## src/tpps_map.svh

```systemverilog
// register offsets, field positions and reset values of the timer pin select block
`ifndef TPPS_MAP_SVH
`define TPPS_MAP_SVH
`define TPPS_PORTC_SEL_OFFSET  8'h00
`define TPPS_PORTA_SEL_OFFSET  8'h04
`define TPPS_PIN_STATUS_OFFSET 8'h08
`define TPPS_PORTC_SEL_RESET   8'h00
`define TPPS_PORTA_SEL_RESET   8'h00
`define TPPS_PORTC_SEL_MASK    8'h07
`define TPPS_PORTA_SEL_MASK    8'h0f
`define TPPS_WIDTH_SEL_BIT     3
`define TPPS_TIMER_COUNT       3
`endif

```

## src/tpps_pkg.sv

```systemverilog
// types shared by the timer pin select block
package tpps_pkg;
    typedef enum logic [1:0] {
        TPPS_IDLE = 2'b01,
        TPPS_ACK  = 2'b10
    } tpps_bus_state_type;
endpackage

```

## src/tpps_pin_route.sv

```systemverilog
// one shared pin pair: timer output or port data onto a port c pin and a port a pin
`include "tpps_map.svh"
module tpps_pin_route (
    // selection
    input  wire logic cSelIo,
    input  wire logic aSelComp,
    // timer output
    input  wire logic timerOut,
    // port latches
    input  wire logic portCData,
    input  wire logic portAData,
    // routed pin levels
    output logic      portCPin,
    output logic      portAPin
);
    // port c: cleared bit gives the pin to the timer
    assign portCPin = cSelIo ? portCData : timerOut;
    // port a: set bit gives the pin the complementary output
    assign portAPin = aSelComp ? ~timerOut : portAData;
endmodule

```

## src/tpps_top.sv

```systemverilog
// timer output pin multiplexer with its wishbone register file
// Behaviour
// - port a and c pins may carry the three timers' signals as alternate function.
// - output alternate function chosen only by the two pin select registers.
// - timer input routing belongs to each timer, not to these registers.
// - port c bit 0 clear routes timer zero output; set gives io; reset zero.
// - port c bit 1 clear routes timer one output; set gives io.
// - port c bit 2 clear routes timer two output; set gives io; bits 3-7 unused.
//
// The implementer's own choices: the address map and the Wishbone interface to the registers.
`include "tpps_map.svh"
module tpps_top (
    // clock and reset
    input  wire logic        sys_clk,
    input  wire logic        resetn,
    // wishbone slave
    input  wire logic        wb_cyc_i,
    input  wire logic        wb_stb_i,
    input  wire logic        wb_we_i,
    input  wire logic [7:0]  wb_adr_i,
    input  wire logic [31:0] wb_dat_i,
    input  wire logic [3:0]  wb_sel_i,
    output logic      [31:0] wb_dat_o,
    output logic             wb_ack_o,
    output logic             wb_err_o,
    // timer outputs
    input  wire logic        timer_zero_output,
    input  wire logic        timer_one_output,
    input  wire logic        timer_two_output,
    // port data latches for the shared pins
    input  wire logic [2:0]  portCData,
    input  wire logic [2:0]  portAData,
    // routed pin levels
    output logic             port_c_shared_pin_one,
    output logic             port_c_shared_pin_two,
    output logic             port_c_shared_pin_three,
    output logic             port_a_shared_pin_one,
    output logic             port_a_shared_pin_two,
    output logic             port_a_shared_pin_three,
    output logic             port_a_width_select
);
    // bus handshake state and its next value
    tpps_pkg::tpps_bus_state_type busState_q;
    tpps_pkg::tpps_bus_state_type busState_d;
    // selection registers and their next values
    logic [7:0]  portCSel_q;
    logic [7:0]  portCSel_d;
    logic [7:0]  portASel_q;
    logic [7:0]  portASel_d;
    // answer and read data next values
    logic        wbAck_d;
    logic        wbErr_d;
    logic [31:0] rdData_d;
    // routing nets
    logic [2:0]  timerOut;
    logic [2:0]  cPinComb;
    logic [2:0]  aPinComb;
    // decoded request
    logic        request;
    logic        hit;
    logic        selCHit;
    logic        selAHit;
    logic        statusHit;
    logic        wrLane0;

    ////////////////////////////////////////////////////////////////////////
    // bus decode; a request is only taken while idle, so the cycle after an answer is ignored
    assign request   = wb_cyc_i & wb_stb_i & (busState_q == tpps_pkg::TPPS_IDLE);
    assign selCHit   = (wb_adr_i == `TPPS_PORTC_SEL_OFFSET);
    assign selAHit   = (wb_adr_i == `TPPS_PORTA_SEL_OFFSET);
    assign statusHit = (wb_adr_i == `TPPS_PIN_STATUS_OFFSET);
    assign hit       = selCHit | selAHit | statusHit;
    // a write without lane 0 is still answered, it just stores nothing
    assign wrLane0   = request & wb_we_i & wb_sel_i[0];

    // next state: one-cycle answer, then a dead cycle so ack drops before the next request
    always_comb begin
        busState_d = busState_q;
        case (busState_q)
            tpps_pkg::TPPS_IDLE: begin
                if (request) begin
                    busState_d = tpps_pkg::TPPS_ACK;
                end
            end
            tpps_pkg::TPPS_ACK: begin
                busState_d = tpps_pkg::TPPS_IDLE;
            end
            default: begin
                // an illegal code falls back to idle rather than locking the bus
                busState_d = tpps_pkg::TPPS_IDLE;
            end
        endcase
    end

    // state register
    always_ff @(posedge sys_clk) begin
        if (!resetn) begin
            busState_q <= tpps_pkg::TPPS_IDLE;
        end else begin
            busState_q <= busState_d;
        end
    end

    // answer next values: a mapped address is acknowledged, anything else refused;
    // both last one cycle because the state machine refuses a request while one stands
    assign wbAck_d = request & hit;
    assign wbErr_d = request & ~hit;

    // answer registers
    always_ff @(posedge sys_clk) begin
        if (!resetn) begin
            wb_ack_o <= 1'b0;
            wb_err_o <= 1'b0;
        end else begin
            wb_ack_o <= wbAck_d;
            wb_err_o <= wbErr_d;
        end
    end

    ////////////////////////////////////////////////////////////////////////
    // selection registers: sole owners of output routing
    // port c next value: unused bits are masked so they always read back zero
    always_comb begin
        portCSel_d = portCSel_q;
        if (wrLane0 && selCHit) begin
            portCSel_d = wb_dat_i[7:0] & `TPPS_PORTC_SEL_MASK;
        end
    end

    // port a next value: bits 3:0 only, the width bit included
    always_comb begin
        portASel_d = portASel_q;
        if (wrLane0 && selAHit) begin
            portASel_d = wb_dat_i[7:0] & `TPPS_PORTA_SEL_MASK;
        end
    end

    // port c select register
    always_ff @(posedge sys_clk) begin
        if (!resetn) begin
            portCSel_q <= `TPPS_PORTC_SEL_RESET;
        end else begin
            portCSel_q <= portCSel_d;
        end
    end

    // port a select register
    always_ff @(posedge sys_clk) begin
        if (!resetn) begin
            portASel_q <= `TPPS_PORTA_SEL_RESET;
        end else begin
            portASel_q <= portASel_d;
        end
    end

    // read data next value; unused bits read zero
    // the status view is taken before the pin flops and registered on the same edge, so it matches the pins
    always_comb begin
        rdData_d = wb_dat_o;
        if (request && !wb_we_i) begin
            // status word: port c levels in bits 2:0, port a levels in bits 5:3
            case (wb_adr_i)
                `TPPS_PORTC_SEL_OFFSET:  rdData_d = {24'h00_0000, portCSel_q};
                `TPPS_PORTA_SEL_OFFSET:  rdData_d = {24'h00_0000, portASel_q};
                `TPPS_PIN_STATUS_OFFSET: rdData_d = {26'h000_0000, aPinComb, cPinComb};
                default:                 rdData_d = 32'h0000_0000;
            endcase
        end
    end

    // read data register, holds until the next read is answered
    always_ff @(posedge sys_clk) begin
        if (!resetn) begin
            wb_dat_o <= 32'h0000_0000;
        end else begin
            wb_dat_o <= rdData_d;
        end
    end

    ////////////////////////////////////////////////////////////////////////
    // per-timer routing of the outputs only
    // timer input routing is not here: each timer picks its own input pins
    assign timerOut = {timer_two_output, timer_one_output, timer_zero_output};

    for (genvar i = 0; i < `TPPS_TIMER_COUNT; i++) begin : gRoute
        tpps_pin_route uRoute (
            .cSelIo    (portCSel_q[i]),
            .aSelComp  (portASel_q[i]),
            .timerOut  (timerOut[i]),
            .portCData (portCData[i]),
            .portAData (portAData[i]),
            .portCPin  (cPinComb[i]),
            .portAPin  (aPinComb[i])
        );
    end

    // registered pins, one cycle behind the sources; every output leaves a flop,
    // traded for a cycle of lag between a timer edge and its pin
    always_ff @(posedge sys_clk) begin
        if (!resetn) begin
            // port c pins
            port_c_shared_pin_one   <= 1'b0;
            port_c_shared_pin_two   <= 1'b0;
            port_c_shared_pin_three <= 1'b0;
            // port a pins and width
            port_a_shared_pin_one   <= 1'b0;
            port_a_shared_pin_two   <= 1'b0;
            port_a_shared_pin_three <= 1'b0;
            port_a_width_select     <= 1'b0;
        end else begin
            // port c pins
            port_c_shared_pin_one   <= cPinComb[0];
            port_c_shared_pin_two   <= cPinComb[1];
            port_c_shared_pin_three <= cPinComb[2];
            // port a pins
            port_a_shared_pin_one   <= aPinComb[0];
            port_a_shared_pin_two   <= aPinComb[1];
            port_a_shared_pin_three <= aPinComb[2];
            // port a width: 1 gives eight bits, 0 gives seven
            port_a_width_select     <= portASel_q[`TPPS_WIDTH_SEL_BIT];
        end
    end
endmodule

```

## config.mk

```make
export PLATFORM = sky130hd
export DESIGN_NAME = tpps_top
export DESIGN_NICKNAME = d
export VERILOG_FILES = /design/src/tpps_pkg.sv /design/src/tpps_pin_route.sv /design/src/tpps_top.sv
export VERILOG_INCLUDE_DIRS = /design/src
export SDC_FILE = /design/constraint.sdc
export NUM_CORES = 1
export LEC_CHECK = 0
export BUFFER_PORTS_ARGS = -buffer_cell sky130_fd_sc_hd__buf_2
export CAP_MARGIN = 20
export CORE_AREA = 2 2 63 65
export CTS_CLUSTER_DIAMETER = 200
export DETAILED_ROUTE_END_ITERATION = 12
export DIE_AREA = 0 0 65 67
export PLACE_DENSITY = 0.82
export SETUP_SLACK_MARGIN = 0.02
export SLEW_MARGIN = 15
export SYNTH_ARGS = -nofsm -noshare
export SYNTH_HDL_FRONTEND = slang
export SYNTH_HIERARCHICAL = 1
export SYNTH_SLANG_ARGS = --single-unit
```

## constraint.sdc

```tcl
create_clock -name sys_clk -period 1.4 [get_ports sys_clk]
set_clock_uncertainty 0.15 [all_clocks]
set_input_delay 0 -clock sys_clk [delete_from_list [all_inputs] [get_ports sys_clk]]
set_output_delay 0 -clock sys_clk [all_outputs]
set_load 0.03 [all_outputs]
```

Word-level counts from Yosys, hierarchy flattened
Index checks and enable logic that the tools add are counted.
- equal/unequal tests: 3
- multiplexer cells: 7
- bitwise logic cells: 12
- reductions and logical operators: 6
- operators by type and width (kind ; count):
    case mux 6 bit (3 select lines) ; 1
    == test 8 x 3 -> 1 bit, second input constant ; 1
    == test 8 x 4 -> 1 bit, second input constant ; 1
    logical NOT 8 bit ; 1
    AND 1 bit ; 6
    2-to-1 mux 1 bit ; 6
    inverter 1 bit ; 4
    logical AND 1 bit ; 3
    == test 2 x 1 -> 1 bit, second input constant ; 1
    bitwise OR 1 bit ; 2
    AND reduction 2 bit ; 1
    logical NOT 1 bit ; 1
- bits in registers: 50
- input bits: 58
- output and inout bits: 41
- word-level logic and storage cells: 41

Logic depth before layout (Yosys ltp)
- depth in word-level cells: 5
- gate-level depth with buffers: 5
- depth with buffers taken out: 4

Hierarchy
The synthesis kept the hierarchy.
- by module, submodules not included (module ; instances ; cells an instance ; area an instance (um^2) ; seq. area each (um^2)):
    tpps_top ; 1 ; 128 ; 1119.8 ; 480.5
    tpps_pin_route ; 3 ; 3 ; 28.8 ; 0.0

Worst setup path after synthesis
No wires, ideal clock.
- kind: flip-flop to flip-flop
- start: reg busState_q[1]
- end: reg wb_dat_o[3]
- setup time: 101 ps
- data arrival time: 1096 ps
- required time: 1149 ps
- setup slack: 53 ps
- cell stages (with the launch flop): 5
- buffers on the path: 1
- clock period less this slack: 1347 ps
- path through: dfxtp_1 -> and4b_1 -> nand2b_1 -> clkbuf_1 -> o41ai_1
- cells in the longest elaborated chain, start to end: 3
- RTL lines (item ; RTL line ; text):
    start: declaration ; tpps_top.sv:43 ; tpps_pkg::tpps_bus_state_type busState_q;
    start signal: assignment ; tpps_top.sv:98 ; busState_q <= tpps_pkg::TPPS_IDLE;
    start signal: assignment ; tpps_top.sv:100 ; busState_q <= busState_d;
    == test 2 x 1 -> 1 bit ; tpps_top.sv:68 ; assign request = wb_cyc_i & wb_stb_i & (busState_q == tpps_pkg::TPPS_IDLE);
    AND 1 bit ; tpps_top.sv:68 ;
    logical AND 1 bit ; tpps_top.sv:160 ; if (request && !wb_we_i) begin
    end signal: assignment ; tpps_top.sv:176 ; wb_dat_o <= rdData_d;
    end: declaration ; tpps_top.sv:23 ; output logic [31:0] wb_dat_o,
No other way between the ends.
A chain may end at the register's enable or synchronous reset.

Worst setup path after layout
- start: in wb_stb_i
- end: reg wb_dat_o[5]
- cells in the longest elaborated chain, start to end: 3
- RTL lines (item ; RTL line ; text):
    start: declaration ; tpps_top.sv:18 ; input wire logic wb_stb_i,
    AND 1 bit (2 in a row) ; tpps_top.sv:68 ;
    logical AND 1 bit ; tpps_top.sv:160 ;
No other way between the ends.

==> impl_summary.log <==
INFO  metric yosys-mux-area-fraction = 11.2%
INFO  metric holdCritStartpoint = wb_adr_i[6]
INFO  metric synthTopCellsByArea = sky130_fd_sc_hd__dfxtp_1 40%, sky130_fd_sc_hd__buf_4 16%, sky130_fd_sc_hd__mux2i_1 7.5%
INFO  metric synth_top_family_by_area = simple AND/OR/NAND/NOR gates
INFO  metric synth_area = 0.00121 mm2
INFO  metric tritoncts.num_buffers = 3
INFO  metric power.density = 870 mW/mm2
INFO  metric ios = 99
INFO  metric worstPathArrival = 1.40 ns
INFO  metric layout-area-overhead-vs-synth = 37.9%
INFO  metric io_port_bufs = 41
INFO  metric grt_start_max_net_pins = 16
INFO  metric worst_reg2reg_path_startpoint = busState_q[1]$_SDFFE_PN0P_
INFO  metric critical_path.max_fanout = 7
INFO  metric rows = 22
INFO  metric critical_path.startpoint = wb_stb_i
INFO  metric synth.largest_area_cell = sky130_fd_sc_hd__dfxtp_1
INFO  metric globalRoute.busiestLayer = met2
INFO  metric clock_tree_from_tritoncts = built
INFO  metric timing_worst_setup_path_type = primary input to flop
INFO  metric yosysWarningCount = 6
INFO  metric yosys.area.top_type_share = 39.8%
INFO  metric path_clk_slew = 0.08 ns
INFO  metric finalWirelength = 2610 um
INFO  metric max_clock_freq = 732 MHz
INFO  metric vias_in_the_first_global_route = 952
INFO  metric slowest_delay = 0.52 ns
INFO  metric dieArea = 0.00436 mm2
INFO  metric gp_congestion = 0.759
INFO  metric syn-instance-count = 137
INFO  metric clock_sinks = 24
INFO  metric grt_pass1_wl = 4010 um
INFO  metric worstSetupEndpointType = flop
INFO  metric drtAntennaViolNets = 0
INFO  metric initial_utilization = 33.4%
INFO  metric timing.critical_path.buf_inv = 3
INFO  metric post-route-drc-count = 0
INFO  metric drt_first_pass_iters = 4
INFO  metric critical-path-slowest-cell = sky130_fd_sc_hd__dlygate4sd3_1
INFO  metric fin_crit = 1.37 ns
INFO  metric flop_and_latch_count_out_of_synthesis = 24
INFO  metric use_met2 = 23.5%
INFO  metric drv_slew = 0
INFO  metric antenna_diode_count = 0
INFO  metric insertion_delay = 0.27 ns
INFO  metric most-common-layout-cells = 40 x sky130_fd_sc_hd__buf_2, 26 x sky130_fd_sc_hd__conb_1, 24 x sky130_fd_sc_hd__dfxtp_1, 17 x sky130_fd_sc_hd__dlygate4sd3_1, 16 x sky130_fd_sc_hd__nand2_1
INFO  metric synth_sequential_area_ratio = 39.8%
INFO  metric post_route_clock_period_utilization = 97.6%
INFO  metric finish.instance_area = 0.00166 mm2
INFO  metric chipHeight = 67 um
INFO  metric via_per_inst = 4.29
INFO  metric setup-violations-final = 0
INFO  metric synth-compound-area-share = 6.95%
INFO  metric critical-path-top-delay-family = buffers and inverters
INFO  metric max_cap_viol_count = 0
INFO  metric yosys.cell_types.count = 26
INFO  metric coreArea = 0.00361 mm2
INFO  metric failed_checks = hold timing
INFO  metric layout_commonest_cell = sky130_fd_sc_hd__buf_2
INFO  metric gr-usage-met1 = 11.6%
INFO  metric start_kind = primary input
INFO  metric postPlaceCellArea = 0.00140 mm2
INFO  metric finish.net_count = 260
INFO  metric synth_simple_gate_area_share = 21.7%
INFO  metric status = complete, but fails checks
INFO  metric hold_violations = 1
INFO  metric power.static_leakage = 0.831 nW
INFO  metric clock_tree.root_cell = sky130_fd_sc_hd__clkbuf_8
INFO  metric synth_adder_area_share = 0%
INFO  metric initial_antenna_violation_count = 0
INFO  metric post_drt_wl_per_cell = 10.5 um
INFO  metric cp.required = 1.43 ns
INFO  metric ctsLongestPathBuffers = 2
INFO  metric routed-via-count = 1068
INFO  metric grt_remaining_overflow = 0
INFO  metric detailed_placer_s_ending_hpwl = 1940 um
INFO  metric groute.layer.met3.usage = 2.03%
INFO  metric layout-drive-gt1-share = 30.8%
INFO  metric cts.htree.levels = 1
INFO  metric grt_usage = 12.2%
INFO  metric syn-mean-instance-area = 8.80 um2
INFO  metric critical_path.cell_chain = dlygate4sd3_1, buf_2, and4b_2, nand2b_1, buf_4, o31ai_2
INFO  metric yosys.area_share.xor_xnor = 0%
INFO  metric die_w = 65 um
INFO  metric initialDrtViolationCount = 35
INFO  metric rsz0062_at_grt = yes
INFO  metric hold_path_class = primary input to flop
INFO  metric holdWs = -0.0122 ns
INFO  metric power.ir.vdd_worst = 0.000374 V
## registers in the layout, indices dropped and copies added (netlist names)
| signal | count |
|---|---|
| busState_q | 2 |
| portASel_q | 4 |
| portCSel_q | 3 |
| port_a_shared_pin_one | 1 |
| port_a_shared_pin_three | 1 |
| port_a_shared_pin_two | 1 |
| port_a_width_select | 1 |
| port_c_shared_pin_one | 1 |
| port_c_shared_pin_three | 1 |
| port_c_shared_pin_two | 1 |
| wb_ack_o | 1 |
| wb_dat_o | 6 |
| wb_err_o | 1 |
## area by class of cell
cell class / instances / area, um2
well taps: 48 / 60.1
multi-input cells: 100 / 598
clock buffers: 4 / 55.1
flip-flops and latches: 24 / 480
inverters: 7 / 26.3
repair buffers: 66 / 443
fillers: 338 / 1940
## repair_timing
action | CTS | global route
setup endpoints to repair | 4 | 6
resized for setup | 1 | 6
setup buffers | 0 | 1
hold buffers | 18 | 0
pin swaps | 1 | 2
endpoints found under the hold margin | 21 | 0
## synth_stat cells
library cell and count:
sky130_fd_sc_hd__buf_4 26, sky130_fd_sc_hd__dfxtp_1 24, sky130_fd_sc_hd__nand2_1 16, sky130_fd_sc_hd__nand3_1 10, sky130_fd_sc_hd__mux2i_1 9, sky130_fd_sc_hd__inv_1 7, sky130_fd_sc_hd__and2_1 6, sky130_fd_sc_hd__a21oi_1 5
sky130_fd_sc_hd__clkbuf_1 4, sky130_fd_sc_hd__nor2_1 4, sky130_fd_sc_hd__o21ai_0 4, sky130_fd_sc_hd__mux2_4 3, sky130_fd_sc_hd__o21ai_1 3, sky130_fd_sc_hd__and4b_1 2, sky130_fd_sc_hd__nor3_1 2, sky130_fd_sc_hd__o31ai_1 2
sky130_fd_sc_hd__and3b_1 1, sky130_fd_sc_hd__buf_2 1, sky130_fd_sc_hd__conb_1 1, sky130_fd_sc_hd__nand2b_1 1, sky130_fd_sc_hd__nand4_1 1, sky130_fd_sc_hd__nand4b_1 1, sky130_fd_sc_hd__nor2b_1 1, sky130_fd_sc_hd__nor4_4 1
sky130_fd_sc_hd__o41ai_1 1, sky130_fd_sc_hd__or4_4 1
## path summary, 6_finish.rpt
check / end / slack, ns / depth (start not counted)
setup reg to reg: wb_dat_o[5]$_SDFFE_PN0P_ / 0.04 / 4
hold reg to reg: wb_dat_o[1]$_SDFFE_PN0P_ / 0.32 / 2
hold / removal: wb_ack_o$_SDFF_PN0_ / -0.01 / 5
setup / recovery: wb_dat_o[5]$_SDFFE_PN0P_ / 0.03 / 6
## power by group
part	switching, mW	leakage [nW]	internal [mW]
registers	0.00272	0.195	0.695
clock network	0.212	0.0288	0.251
logic	0.186	0.607	0.100
total	0.401	0.831	1.05
## cells by family (layout without fill, tap and decap cells)
family | count (synthesis) | count (layout)
and+or+nand+nor | 47 | 47
buffers and inverters | 38 | 77
DFF | 24 | 24
AOI/OAI and AO/OA | 15 | 15
muxes | 12 | 12
other | 1 | 26
## per-layer routing
metal  wire (um)  vias up
li1            -      535
met5           0        -
met1         986      472
met2        1350       53
met3         210        8
met4          69        0
## stage by stage
stage	setup WS (ns)	util, %	cells	power, mW	TNS [ns]
after detailed placement	-0.0335	38.9	227	0.956	-0.130
final	0.0336	46.1	249	1.45	0
after global placement	0.0100	38.9	227	0.953	0
after CTS	0.0346	45.5	249	1.45	0
after global routing	-0.00975	46.1	249	1.50	-0.00975
after floorplan	0.0534	-	162	0.940	0
## worst register-to-register path, cell delays in order (launching register included)
cell and delay [ns]:
sky130_fd_sc_hd__dfxtp_1 0.31, sky130_fd_sc_hd__and4b_2 0.32, sky130_fd_sc_hd__nand2b_1 0.10, sky130_fd_sc_hd__buf_4 0.17
sky130_fd_sc_hd__o31ai_2 0.23
No activity file was read; power rests on OpenSTA's default activity.
